[src/rtl/rfs_consts.vh]
// constants for the rs485 fieldbus slave port: offsets, fields, resets, timing
`ifndef RFS_CONSTS_VH
`define RFS_CONSTS_VH
`define RFS_CLK_HZ 40000000
`define RFS_MS_CYC (`RFS_CLK_HZ / 1000)
`define RFS_OFF_CTRL 8'h00
`define RFS_OFF_PROTO 8'h04
`define RFS_OFF_BAUD 8'h08
`define RFS_OFF_ADDR 8'h0c
`define RFS_OFF_WORDS 8'h10
`define RFS_OFF_TRESP 8'h14
`define RFS_OFF_TCHAR 8'h18
`define RFS_OFF_TFRAME 8'h1c
`define RFS_OFF_PDTO 8'h20
`define RFS_OFF_FAULT 8'h24
`define RFS_OFF_STATUS 8'h28
`define RFS_OFF_MASK 8'h2c
`define RFS_OFF_RXDATA 8'h30
`define RFS_OFF_TXDATA 8'h34
`define RFS_OFF_RUNADDR 8'h38
`define RFS_PROTO_MODBUS 8'h02
`define RFS_RST_PROTO 8'h00
`define RFS_RST_BAUD 4'h7
`define RFS_RST_ADDR 8'h01
`define RFS_RST_PWC 4'h2
`define RFS_RST_PCWC 7'h04
`define RFS_PWC_MAX 4'h8
`define RFS_PCWC_VAR 7'h7f
`define RFS_DRV_ADDR_MAX 8'h1e
`define RFS_MB_ADDR_MAX 8'hf7
`define RFS_RST_TRESP 16'h0064
`define RFS_RST_TCHAR 16'h0021
`define RFS_RST_TFRAME 16'h004d
`define RFS_RST_PDTO 16'h0064
// half bits of one character, which the byte-to-byte gap count also spans
`define RFS_CHAR_HALVES 17'h00016
`define RFS_ST_RXBYTE 0
`define RFS_ST_FOK 1
`define RFS_ST_FBAD 2
`define RFS_ST_PDTO 3
`define RFS_ST_RLATE 4
`define RFS_ST_TXDONE 5
`define RFS_ST_TXOVR 6
`define RFS_NST 7
`define RFS_WORDS_PCWC_LSB 8
`define RFS_RUN_VALID_BIT 8
`define RFS_RUN_SWITCH_BIT 9
`define RFS_RUN_LOCK_BIT 10
`endif

[src/rtl/rfs_char.v]
// one 11-bit character engine: start, 8 data lsb first, even parity, stop
`timescale 1ns/1ps
module rfs_char
(
  input wire pclk,
  input wire presetn,
  input wire ce,
  input wire [15:0] bit_div,
  input wire rxd,
  output reg rx_valid_q,
  output reg [7:0] rx_data_q,
  output reg rx_perr_q,
  input wire tx_start,
  input wire [7:0] tx_data,
  output wire tx_busy,
  output reg tx_done_q,
  output wire txd
);
  reg [15:0] rcnt_q;
  reg [3:0] rbit_q;
  reg rbusy_q;
  reg [9:0] rsh_q;
  reg [15:0] tcnt_q;
  reg [3:0] tbit_q;
  reg [10:0] tsh_q;

  assign tx_busy = (tbit_q != 4'h0);
  assign txd = tx_busy ? tsh_q[0] : 1'b1;

  always @(posedge pclk or negedge presetn)
  begin
    if (!presetn)
    begin
      rcnt_q <= 16'h0000;
      rbit_q <= 4'h0;
      rbusy_q <= 1'b0;
      rsh_q <= 10'h000;
      rx_valid_q <= 1'b0;
      rx_data_q <= 8'h00;
      rx_perr_q <= 1'b0;
    end
    else if (ce)
    begin
      rx_valid_q <= 1'b0;
      if (!rbusy_q)
      begin
        // first sample lands mid-bit, so count half a bit before the start check
        if (!rxd)
        begin
          rbusy_q <= 1'b1;
          rcnt_q <= {1'b0, bit_div[15:1]};
          rbit_q <= 4'h0;
        end
      end
      else if (rcnt_q != 16'h0000)
        rcnt_q <= rcnt_q - 16'h0001;
      else
      begin
        rcnt_q <= bit_div - 16'h0001;
        if (rbit_q == 4'h0)
        begin
          if (rxd)
            rbusy_q <= 1'b0;
          else
            rbit_q <= 4'h1;
        end
        else if (rbit_q == 4'ha)
        begin
          rbusy_q <= 1'b0;
          rx_valid_q <= 1'b1;
          rx_data_q <= rsh_q[8:1];
          // parity over data and parity bit must be even; a low stop bit counts too
          rx_perr_q <= (^rsh_q[9:1]) | ~rxd;
        end
        else
        begin
          rsh_q <= {rxd, rsh_q[9:1]};
          rbit_q <= rbit_q + 4'h1;
        end
      end
    end
  end

  always @(posedge pclk or negedge presetn)
  begin
    if (!presetn)
    begin
      tcnt_q <= 16'h0000;
      tbit_q <= 4'h0;
      tsh_q <= 11'h7ff;
      tx_done_q <= 1'b0;
    end
    else if (ce)
    begin
      tx_done_q <= 1'b0;
      if (!tx_busy)
      begin
        if (tx_start)
        begin
          tsh_q <= {1'b1, ^tx_data, tx_data, 1'b0};
          tbit_q <= 4'hb;
          tcnt_q <= bit_div - 16'h0001;
        end
      end
      else if (tcnt_q != 16'h0000)
        tcnt_q <= tcnt_q - 16'h0001;
      else
      begin
        tcnt_q <= bit_div - 16'h0001;
        tsh_q <= {1'b1, tsh_q[10:1]};
        tbit_q <= tbit_q - 4'h1;
        tx_done_q <= (tbit_q == 4'h1);
      end
    end
  end
endmodule // rfs_char

[src/rtl/rfs_port.v]
// rs485 fieldbus slave port: apb registers, framing, address, supervision
`timescale 1ns/1ps
`include "rfs_consts.vh"
// Behaviour
// - serial protocol station addresses 1..30 only valid
// - process data words 0..8, sixteen bits each
// - parameter channel 0, 3, 4 words or variable
// - no process data within timeout flags fault
// - supervision default 100 ms raises alarm
// - slave only, start, 8 data, even parity, stop
// - modbus station addresses 1..247 valid, 0 invalid
// - valid switch address wins, setting locked
// - modbus setting used only with switches zero
// - reply due within response deadline, index 0
// - inter-character gap within character delay, index 1
// - inter-frame delay, index 2, ends frames
// - receive fault statistics readable
// - baud code selects line rate, default 19200
// - protocol select 2 means modbus framing
// - changed address applies only after restart
module rfs_port
#(
  parameter MS_CYC = `RFS_MS_CYC
)
(
  input wire pclk,
  input wire presetn,
  input wire ce,
  input wire psel,
  input wire penable,
  input wire pwrite,
  input wire [7:0] paddr,
  input wire [31:0] pwdata,
  output reg [31:0] prdata,
  output wire pready,
  output reg pslverr,
  input wire rxd,
  output wire txd,
  output wire tx_drive_en,
  input wire [6:0] addr_switch,
  output wire pd_fault,
  output wire irq
);
  reg en_q;
  reg [7:0] proto_q;
  reg [3:0] baud_q;
  reg [7:0] addr_set_q;
  reg [3:0] pwc_q;
  reg [6:0] pcwc_q;
  reg [15:0] tresp_q;
  reg [15:0] tchar_q;
  reg [15:0] tframe_q;
  reg [15:0] pdto_q;
  reg [15:0] fault_q;
  reg [`RFS_NST-1:0] status_q;
  reg [`RFS_NST-1:0] mask_q;
  reg [7:0] rxdata_q;
  reg [7:0] run_addr_q;
  reg run_sw_q;
  reg [2:0] rx_s_q;
  reg rx_q;
  reg [6:0] sw_s1_q;
  reg [6:0] sw_s2_q;
  reg [6:0] sw_s3_q;
  reg [6:0] sw_q;
  reg [15:0] hcnt_q;
  reg [15:0] gap_q;
  reg in_frame_q;
  reg bad_q;
  reg addr_hit_q;
  reg [7:0] nbytes_q;
  reg [31:0] mcnt_q;
  reg [15:0] pd_ms_q;
  reg [15:0] rsp_ms_q;
  reg rsp_arm_q;
  reg pd_fault_q;
  reg [15:0] bit_div;
  reg [31:0] div_full;
  reg [`RFS_NST-1:0] ev;
  reg [31:0] rd_d;
  reg rd_err;
  wire modbus;
  wire wr;
  wire rd_setup;
  wire sw_valid;
  wire sw_zero;
  wire setting_locked;
  wire rx_valid;
  wire [7:0] rx_data;
  wire rx_perr;
  wire tx_busy;
  wire tx_done;
  wire tx_go;
  wire half_tick;
  wire ms_tick;
  wire frame_end;
  wire [7:0] expect_len;
  wire len_ok;
  wire [7:0] own_addr;

  assign modbus = (proto_q == `RFS_PROTO_MODBUS);
  assign pready = ce;
  assign wr = psel & penable & pwrite & ce;
  assign rd_setup = psel & ~penable & ce;
  assign tx_go = wr & (paddr == `RFS_OFF_TXDATA) & ~tx_busy;
  assign tx_drive_en = tx_busy;
  assign irq = |(status_q & mask_q);
  assign pd_fault = pd_fault_q;

  // switch validity follows the protocol's own address range
  assign sw_zero = (sw_q == 7'h00);
  assign sw_valid = modbus ? ~sw_zero :
    (~sw_zero && ({1'b0, sw_q} <= `RFS_DRV_ADDR_MAX));
  assign setting_locked = sw_valid;

  always @*
  begin
    case (baud_q)
      4'h4: div_full = `RFS_CLK_HZ / 2400;
      4'h5: div_full = `RFS_CLK_HZ / 4800;
      4'h6: div_full = `RFS_CLK_HZ / 9600;
      4'h7: div_full = `RFS_CLK_HZ / 19200;
      4'h8: div_full = `RFS_CLK_HZ / 38400;
      4'h9: div_full = `RFS_CLK_HZ / 57600;
      4'ha: div_full = `RFS_CLK_HZ / 76800;
      4'hb: div_full = `RFS_CLK_HZ / 93750;
      4'hc: div_full = `RFS_CLK_HZ / 115200;
      4'hd: div_full = `RFS_CLK_HZ / 187500;
      default: div_full = `RFS_CLK_HZ / 19200;
    endcase
    bit_div = div_full[15:0];
  end

  rfs_char u_char
  (
    .pclk(pclk),
    .presetn(presetn),
    .ce(ce),
    .bit_div(bit_div),
    .rxd(rx_q),
    .rx_valid_q(rx_valid),
    .rx_data_q(rx_data),
    .rx_perr_q(rx_perr),
    .tx_start(tx_go),
    .tx_data(pwdata[7:0]),
    .tx_busy(tx_busy),
    .tx_done_q(tx_done),
    .txd(txd)
  );

  // pin inputs: three stages, a change is taken once stages two and three agree
  always @(posedge pclk or negedge presetn)
  begin
    if (!presetn)
    begin
      rx_s_q <= 3'h7;
      rx_q <= 1'b1;
      sw_s1_q <= 7'h00;
      sw_s2_q <= 7'h00;
      sw_s3_q <= 7'h00;
      sw_q <= 7'h00;
    end
    else if (ce)
    begin
      rx_s_q <= {rx_s_q[1:0], rxd};
      if (rx_s_q[1] == rx_s_q[2])
        rx_q <= rx_s_q[2];
      sw_s1_q <= addr_switch;
      sw_s2_q <= sw_s1_q;
      sw_s3_q <= sw_s2_q;
      if (sw_s2_q == sw_s3_q)
        sw_q <= sw_s3_q;
    end
  end

  // running address is frozen when the port is first enabled and kept until reset
  always @(posedge pclk or negedge presetn)
  begin
    if (!presetn)
    begin
      run_addr_q <= 8'h00;
      run_sw_q <= 1'b0;
    end
    else if (ce && !en_q && wr && paddr == `RFS_OFF_CTRL && pwdata[0])
    begin
      run_sw_q <= sw_valid;
      if (sw_valid)
        run_addr_q <= {1'b0, sw_q};
      else if (modbus && !sw_zero)
        run_addr_q <= 8'h00;
      else
        run_addr_q <= addr_set_q;
    end
  end

  assign own_addr = run_addr_q;
  wire run_valid = modbus ?
    (own_addr != 8'h00 && own_addr <= `RFS_MB_ADDR_MAX) :
    (own_addr != 8'h00 && own_addr <= `RFS_DRV_ADDR_MAX);

  // half-bit ticks time the gaps; millisecond ticks time the supervisions
  assign half_tick = (hcnt_q == 16'h0000);
  assign ms_tick = (mcnt_q == 32'h0);
  always @(posedge pclk or negedge presetn)
  begin
    if (!presetn)
    begin
      hcnt_q <= 16'h0000;
      mcnt_q <= 32'h0;
    end
    else if (ce)
    begin
      hcnt_q <= half_tick ? ({1'b0, bit_div[15:1]} - 16'h0001) : hcnt_q - 16'h0001;
      mcnt_q <= ms_tick ? (MS_CYC - 1) : mcnt_q - 32'h1;
    end
  end

  // serial protocol telegram: start, length, address, words, check byte
  assign expect_len = 8'h04 + {3'h0, pwc_q, 1'b0} + {pcwc_q[6:0], 1'b0};
  assign len_ok = modbus || (pcwc_q == `RFS_PCWC_VAR) || (nbytes_q == expect_len);
  assign frame_end = in_frame_q & half_tick & (gap_q >= tframe_q);

  always @(posedge pclk or negedge presetn)
  begin
    if (!presetn)
    begin
      gap_q <= 16'h0000;
      in_frame_q <= 1'b0;
      bad_q <= 1'b0;
      addr_hit_q <= 1'b0;
      nbytes_q <= 8'h00;
      rxdata_q <= 8'h00;
    end
    else if (ce)
    begin
      if (rx_valid)
      begin
        gap_q <= 16'h0000;
        rxdata_q <= rx_data;
        in_frame_q <= 1'b1;
        if (nbytes_q != 8'hff)
          nbytes_q <= nbytes_q + 8'h01;
        if (rx_perr)
          bad_q <= 1'b1;
        if (in_frame_q && {1'b0, gap_q} > {1'b0, tchar_q} + `RFS_CHAR_HALVES)
          bad_q <= 1'b1;
        if ((modbus && nbytes_q == 8'h00) || (!modbus && nbytes_q == 8'h02))
          addr_hit_q <= modbus ? (rx_data == own_addr) : ({3'h0, rx_data[4:0]} == own_addr);
      end
      else if (frame_end)
      begin
        in_frame_q <= 1'b0;
        bad_q <= 1'b0;
        addr_hit_q <= 1'b0;
        nbytes_q <= 8'h00;
      end
      else if (half_tick && gap_q != 16'hffff)
        gap_q <= gap_q + 16'h0001;
    end
  end

  wire frame_good = frame_end & ~bad_q & len_ok & addr_hit_q & run_valid & en_q;
  wire frame_bad = frame_end & (bad_q | ~len_ok);
  wire pd_arrival = frame_good & (modbus | (pwc_q != 4'h0));

  // process data supervision and reply deadline, both in milliseconds
  always @(posedge pclk or negedge presetn)
  begin
    if (!presetn)
    begin
      pd_ms_q <= 16'h0000;
      pd_fault_q <= 1'b0;
      rsp_ms_q <= 16'h0000;
      rsp_arm_q <= 1'b0;
      fault_q <= 16'h0000;
    end
    else if (ce)
    begin
      if (pd_arrival || pdto_q == 16'h0000 || !en_q)
      begin
        pd_ms_q <= 16'h0000;
        pd_fault_q <= 1'b0;
      end
      else if (ms_tick && !pd_fault_q)
      begin
        pd_ms_q <= pd_ms_q + 16'h0001;
        if (pd_ms_q + 16'h0001 >= pdto_q)
          pd_fault_q <= 1'b1;
      end
      if (frame_good)
      begin
        rsp_arm_q <= 1'b1;
        rsp_ms_q <= 16'h0000;
      end
      else if (tx_go || (rsp_arm_q && ms_tick && rsp_ms_q + 16'h0001 >= tresp_q))
        rsp_arm_q <= 1'b0;
      else if (rsp_arm_q && ms_tick)
        rsp_ms_q <= rsp_ms_q + 16'h0001;
      if (frame_bad && fault_q != 16'hffff)
        fault_q <= fault_q + 16'h0001;
    end
  end

  wire rsp_late = rsp_arm_q & ms_tick & ~frame_good & ~tx_go &
    (tresp_q != 16'h0000) & (rsp_ms_q + 16'h0001 >= tresp_q);

  always @*
  begin
    ev = {`RFS_NST{1'b0}};
    ev[`RFS_ST_RXBYTE] = rx_valid;
    ev[`RFS_ST_FOK] = frame_good;
    ev[`RFS_ST_FBAD] = frame_bad;
    ev[`RFS_ST_PDTO] = pd_fault_q & ~status_q[`RFS_ST_PDTO];
    ev[`RFS_ST_RLATE] = rsp_late;
    ev[`RFS_ST_TXDONE] = tx_done;
    ev[`RFS_ST_TXOVR] = wr & (paddr == `RFS_OFF_TXDATA) & tx_busy;
  end

  // register writes; status clears by writing one, a same-cycle event wins
  always @(posedge pclk or negedge presetn)
  begin
    if (!presetn)
    begin
      en_q <= 1'b0;
      proto_q <= `RFS_RST_PROTO;
      baud_q <= `RFS_RST_BAUD;
      addr_set_q <= `RFS_RST_ADDR;
      pwc_q <= `RFS_RST_PWC;
      pcwc_q <= `RFS_RST_PCWC;
      tresp_q <= `RFS_RST_TRESP;
      tchar_q <= `RFS_RST_TCHAR;
      tframe_q <= `RFS_RST_TFRAME;
      pdto_q <= `RFS_RST_PDTO;
      status_q <= {`RFS_NST{1'b0}};
      mask_q <= {`RFS_NST{1'b0}};
    end
    else if (ce)
    begin
      status_q <= (status_q & ~((wr && paddr == `RFS_OFF_STATUS) ?
        pwdata[`RFS_NST-1:0] : {`RFS_NST{1'b0}})) | ev;
      if (wr)
      begin
        case (paddr)
          `RFS_OFF_CTRL: en_q <= en_q | pwdata[0];
          `RFS_OFF_PROTO: proto_q <= pwdata[7:0];
          `RFS_OFF_BAUD:
            if (pwdata[3:0] >= 4'h4 && pwdata[3:0] <= 4'hd)
              baud_q <= pwdata[3:0];
          `RFS_OFF_ADDR:
            if (!setting_locked)
              addr_set_q <= pwdata[7:0];
          `RFS_OFF_WORDS:
          begin
            if (pwdata[3:0] <= `RFS_PWC_MAX)
              pwc_q <= pwdata[3:0];
            if (pwdata[14:8] == 7'h00 || pwdata[14:8] == 7'h03 ||
                pwdata[14:8] == 7'h04 || pwdata[14:8] == `RFS_PCWC_VAR)
              pcwc_q <= pwdata[14:8];
          end
          `RFS_OFF_TRESP: tresp_q <= pwdata[15:0];
          `RFS_OFF_TCHAR: tchar_q <= pwdata[15:0];
          `RFS_OFF_TFRAME: tframe_q <= pwdata[15:0];
          `RFS_OFF_PDTO: pdto_q <= pwdata[15:0];
          `RFS_OFF_MASK: mask_q <= pwdata[`RFS_NST-1:0];
          default: en_q <= en_q;
        endcase
      end
    end
  end

  always @*
  begin
    rd_d = 32'h0;
    rd_err = 1'b0;
    case (paddr)
      `RFS_OFF_CTRL: rd_d = {31'h0, en_q};
      `RFS_OFF_PROTO: rd_d = {24'h0, proto_q};
      `RFS_OFF_BAUD: rd_d = {28'h0, baud_q};
      `RFS_OFF_ADDR: rd_d = {24'h0, addr_set_q};
      `RFS_OFF_WORDS: rd_d = {17'h0, pcwc_q, 4'h0, pwc_q};
      `RFS_OFF_TRESP: rd_d = {16'h0, tresp_q};
      `RFS_OFF_TCHAR: rd_d = {16'h0, tchar_q};
      `RFS_OFF_TFRAME: rd_d = {16'h0, tframe_q};
      `RFS_OFF_PDTO: rd_d = {16'h0, pdto_q};
      `RFS_OFF_FAULT: rd_d = {16'h0, fault_q};
      `RFS_OFF_STATUS: rd_d = {25'h0, status_q};
      `RFS_OFF_MASK: rd_d = {25'h0, mask_q};
      `RFS_OFF_RXDATA: rd_d = {24'h0, rxdata_q};
      `RFS_OFF_TXDATA: rd_d = 32'h0;
      `RFS_OFF_RUNADDR: rd_d = {21'h0, en_q, setting_locked, run_valid, run_addr_q};
      default: rd_err = 1'b1;
    endcase
  end

  // read data is captured in the setup cycle so the access phase needs no wait
  always @(posedge pclk or negedge presetn)
  begin
    if (!presetn)
    begin
      prdata <= 32'h0;
      pslverr <= 1'b0;
    end
    else if (rd_setup)
    begin
      prdata <= pwrite ? 32'h0 : rd_d;
      pslverr <= rd_err;
    end
  end
endmodule // rfs_port

[config.mk]
export PLATFORM = sky130hd
export DESIGN_NAME = rfs_port
export DESIGN_NICKNAME = d
export VERILOG_FILES = /design/src/rtl/rfs_char.v /design/src/rtl/rfs_port.v
export VERILOG_INCLUDE_DIRS = /design/src /design/src/rtl
export SDC_FILE = /design/constraint.sdc
export NUM_CORES = 1
export LEC_CHECK = 0
export BUFFER_PORTS_ARGS = -buffer_cell sky130_fd_sc_hd__buf_2
export CORE_UTILIZATION = 45
export CTS_CLUSTER_DIAMETER = 120
export DETAILED_ROUTE_END_ITERATION = 7
export PLACE_DENSITY_LB_ADDON = 0.1
export SLEW_MARGIN = 30
export SYNTH_ARGS = -nofsm -noshare
export SYNTH_HDL_FRONTEND = slang
export SYNTH_HIERARCHICAL = 1
export SYNTH_SLANG_ARGS = --single-unit
[constraint.sdc]
create_clock -name pclk -period 8.2 [get_ports pclk]
set_input_delay 0 -clock pclk [delete_from_list [all_inputs] [get_ports pclk]]
set_output_delay 0 -clock pclk [all_outputs]
set_load 0.01 [all_outputs]
==> metrics.txt <==
run status=finished clean; share of layout cells above drive strength 1=0.154; worst-case vdd ir drop=0.155 mV; adder and majority cell fraction of the synthesized area=0.0554; share of the synthesized netlist area taken by xor and xnor gates=0.0521; number of DRC markers in iteration 0=1624; Overall Power=0.00494 W; number of buffers inserted during clock tree synthesis=44; Chip Height=223 um; reported net switching power=0.00143 W; post-synth design cell area=22000 um^2; clock tree from TritonCTS=built; Final Non-Filler Cells=3045; largest net degree at the start of global routing=176; number of warnings issued by yosys=6; Clk pwr share=0.419; average size of a mapped cell=9.51 um^2; FFs w/ async S/R, synth=1.00; starting utilization of the core area=0.459; count of placed standard cells including taps=2923; Remaining DRCs=0; number of sinks driven by the clock tree=371; compound-cell area share of the yosys netlist=0.163; overall die area=49900 um^2; antenna cells=0; post-synthesis cell count=2318; internal power of the cells=0.00351 W; post-synth top area share=0.385; routability cong.=0.892; worst hold path class=primary input to register; Total Negative Setup Slacks=0 ns; Post-synth top flop=dfrtp_1; half-perimeter wire length after placement=46000 um; global-route wire length before repair=103000 um; arrival time at the worst endpoint=4.28 ns; Critical Path End Type=register; via count=18400; mux cell area share after synthesis=0.0796; main area contributors after synthesis=dfrtp_1, mux2_2, ha_1; number of flip-flops and latches in the synthesized netlist=371; Skew-Pair Late Insertion Delay=0.60 ns; # rows=80; post-synth top area cell=dfrtp_1; WL/cell=21.5 um; IO Pins=92; routed wire length=65600 um; number of enable-type register cells in the synthesized netlist=0; length of the first detailed-routing pass in iterations=6; die width=223 um; maximum fanout along the worst path=24; combinational power share=0.142; power density relative to cell area=199 nW/um^2; worst-case clock skew=0.0331 ns; Static Leakage=11.1 nW; worst path required time=8.63 ns; register area share after synthesis=0.423; total overflow reported by the global router=0; buffers added on ports=59; sort of element at the start of the critical path=register; clk buf depth=3; Final ANT Viol Nets=0; register share of total power=0.439; Total Routing Usage GR=0.264; Highest Clock Rate=259 MHz; fraction of the cycle the final worst path needs=0.470; antenna violations before repair=1; Avg Vias per Cell=6.03; most instantiated cells after synthesis=dfrtp_1, nand2_1, nor2_1; type of the worst setup path=register to register; largest reg by FF count=mcnt_q; simple-gate share of the synthesized area=0.180; number of distinct standard cells referenced by the synthesized netlist=94; cell with the most instances after synthesis=dfrtp_1; Nets=2546; # setup viols final=0; number of max-capacitance violations reported=0; dominant combinational cell family by area after synthesis=simple AND/OR/NAND/NOR gates; Area growth, synth to finish=12.8%; post-CTS clock slew at the launch and capture registers of the worst setup and hold paths=0.06 ns; Slew @ Worst Pin=1.05 ns; Hold Vio Cnt, Final=0; Tmin final=3.85 ns; number of flip-flops in the largest register=32; vias in the first global route=17900; core footprint=48000 um^2; setup repair after global routing missed its margin=no; Max H-tree Level=2; max-slew violation total from the final report=0; net switching share of the total power=0.290; cell at the root of the clock tree=clkbuf_16; headroom to the max-slew limit=0.298
final cells by class:
type                       instances  area (um^2)
timing repair buffer             122          942
sequential                       371         9320
clock inverter                    20          272
tap                              615          769
clock buffer                      61         1250
multi-input combinational       1715        11800
inverter                         141          529
fill                            4477        23200
cell usage in the layout, fill, tap and decap left out, drive strengths merged, types with 17 or more instances in the layout:
master	instances
mux2i	30
and3	23
a211oi	21
dfstp	32
nor2	163
nor3	46
or2	24
clkbuf	61
conb	18
buf	83
nand2b	24
o22ai	17
ha	96
inv	141
o21ai	155
dlygate4sd3	39
xnor2	90
nand4	42
nor4	49
mux2	129
a21o	19
or4	21
nand2	222
xor2	41
dfrtp	339
a221oi	17
a31oi	30
nand3	65
a22oi	47
o221ai	18
a21oi	89
path summary, 6_finish.rpt:
check	from	to	slack [ns]	cells past startpoint
min in group asynchronous	presetn	rx_s_q[1]	0.54	3
min	penable	pslverr	0.05	4
max in group asynchronous	presetn	rsp_ms_q[2]	5.99	6
max	pwc_q[1]	rsp_ms_q[1]	4.35	14
max reg2reg	pwc_q[1]	rsp_ms_q[1]	4.35	14
min reg2reg	prdata[10]	prdata[10]	0.47	1
logic make-up (layout without fill, tap and decap cells):
kind of cell	Yosys count	in the layout
AOI/OAI and AO/OA	542	542
xor gates and xnor gates	131	131
adders and majority gates	97	97
buffers and inverters	249	344
DFF	371	371
muxes	159	159
other	1	18
and+or+nand+nor	768	768
power groups by stage:
stage	Combinational (W)	Sequential, W	Clock (W)
3_3_place_gp	0.000660	0.00219	0
3_5_place_dp	0.000678	0.00220	0
4_1_cts	0.000699	0.00217	0.00212
6_report	0.000702	0.00217	0.00207
5_1_grt	0.000780	0.00219	0.00218
2_1_floorplan	0.000510	0.00213	0
metal layers:
layer	track usage	part of all wire	vias up
met5	0	0	-
met3	0.0356	0.058	128
met1	0.358	0.44	9074
li1	-	-	8568
met4	0.0979	0.035	0
met2	0.432	0.47	587
through the flow:
stage	setup WS [ns]	hold WS [ns]	cell area, um^2	utilization
final	4.35	0.0471	24900	0.517
after global routing	4.03	0.0443	24900	0.517
after CTS	4.09	0.0152	24800	0.516
after detailed placement	4.13	-0.0307	22900	0.476
after global placement	4.10	-0.0337	22800	0.476
after floorplan	4.83	-0.296	22100	-
critical path: stages (launching register included):
cell and delay, ns:
dfstp_2 0.56, inv_1 0.05, ha_1 0.28, inv_1 0.06, ha_1 0.16, inv_1 0.05
fa_1 0.51, xor2_1 0.14, and4_1 0.20, nand4b_1 0.12, o31ai_1 0.48, nand4_1 0.20
buf_4 0.31, o211ai_1 0.43, o22ai_1 0.16
repair_timing:
action	in CTS	in global routing
resized for setup	0	0
buffers inserted	0	0
hold buffers	40	0
hold endpoints to repair	174	0
(Power assumes the default switching activity.)
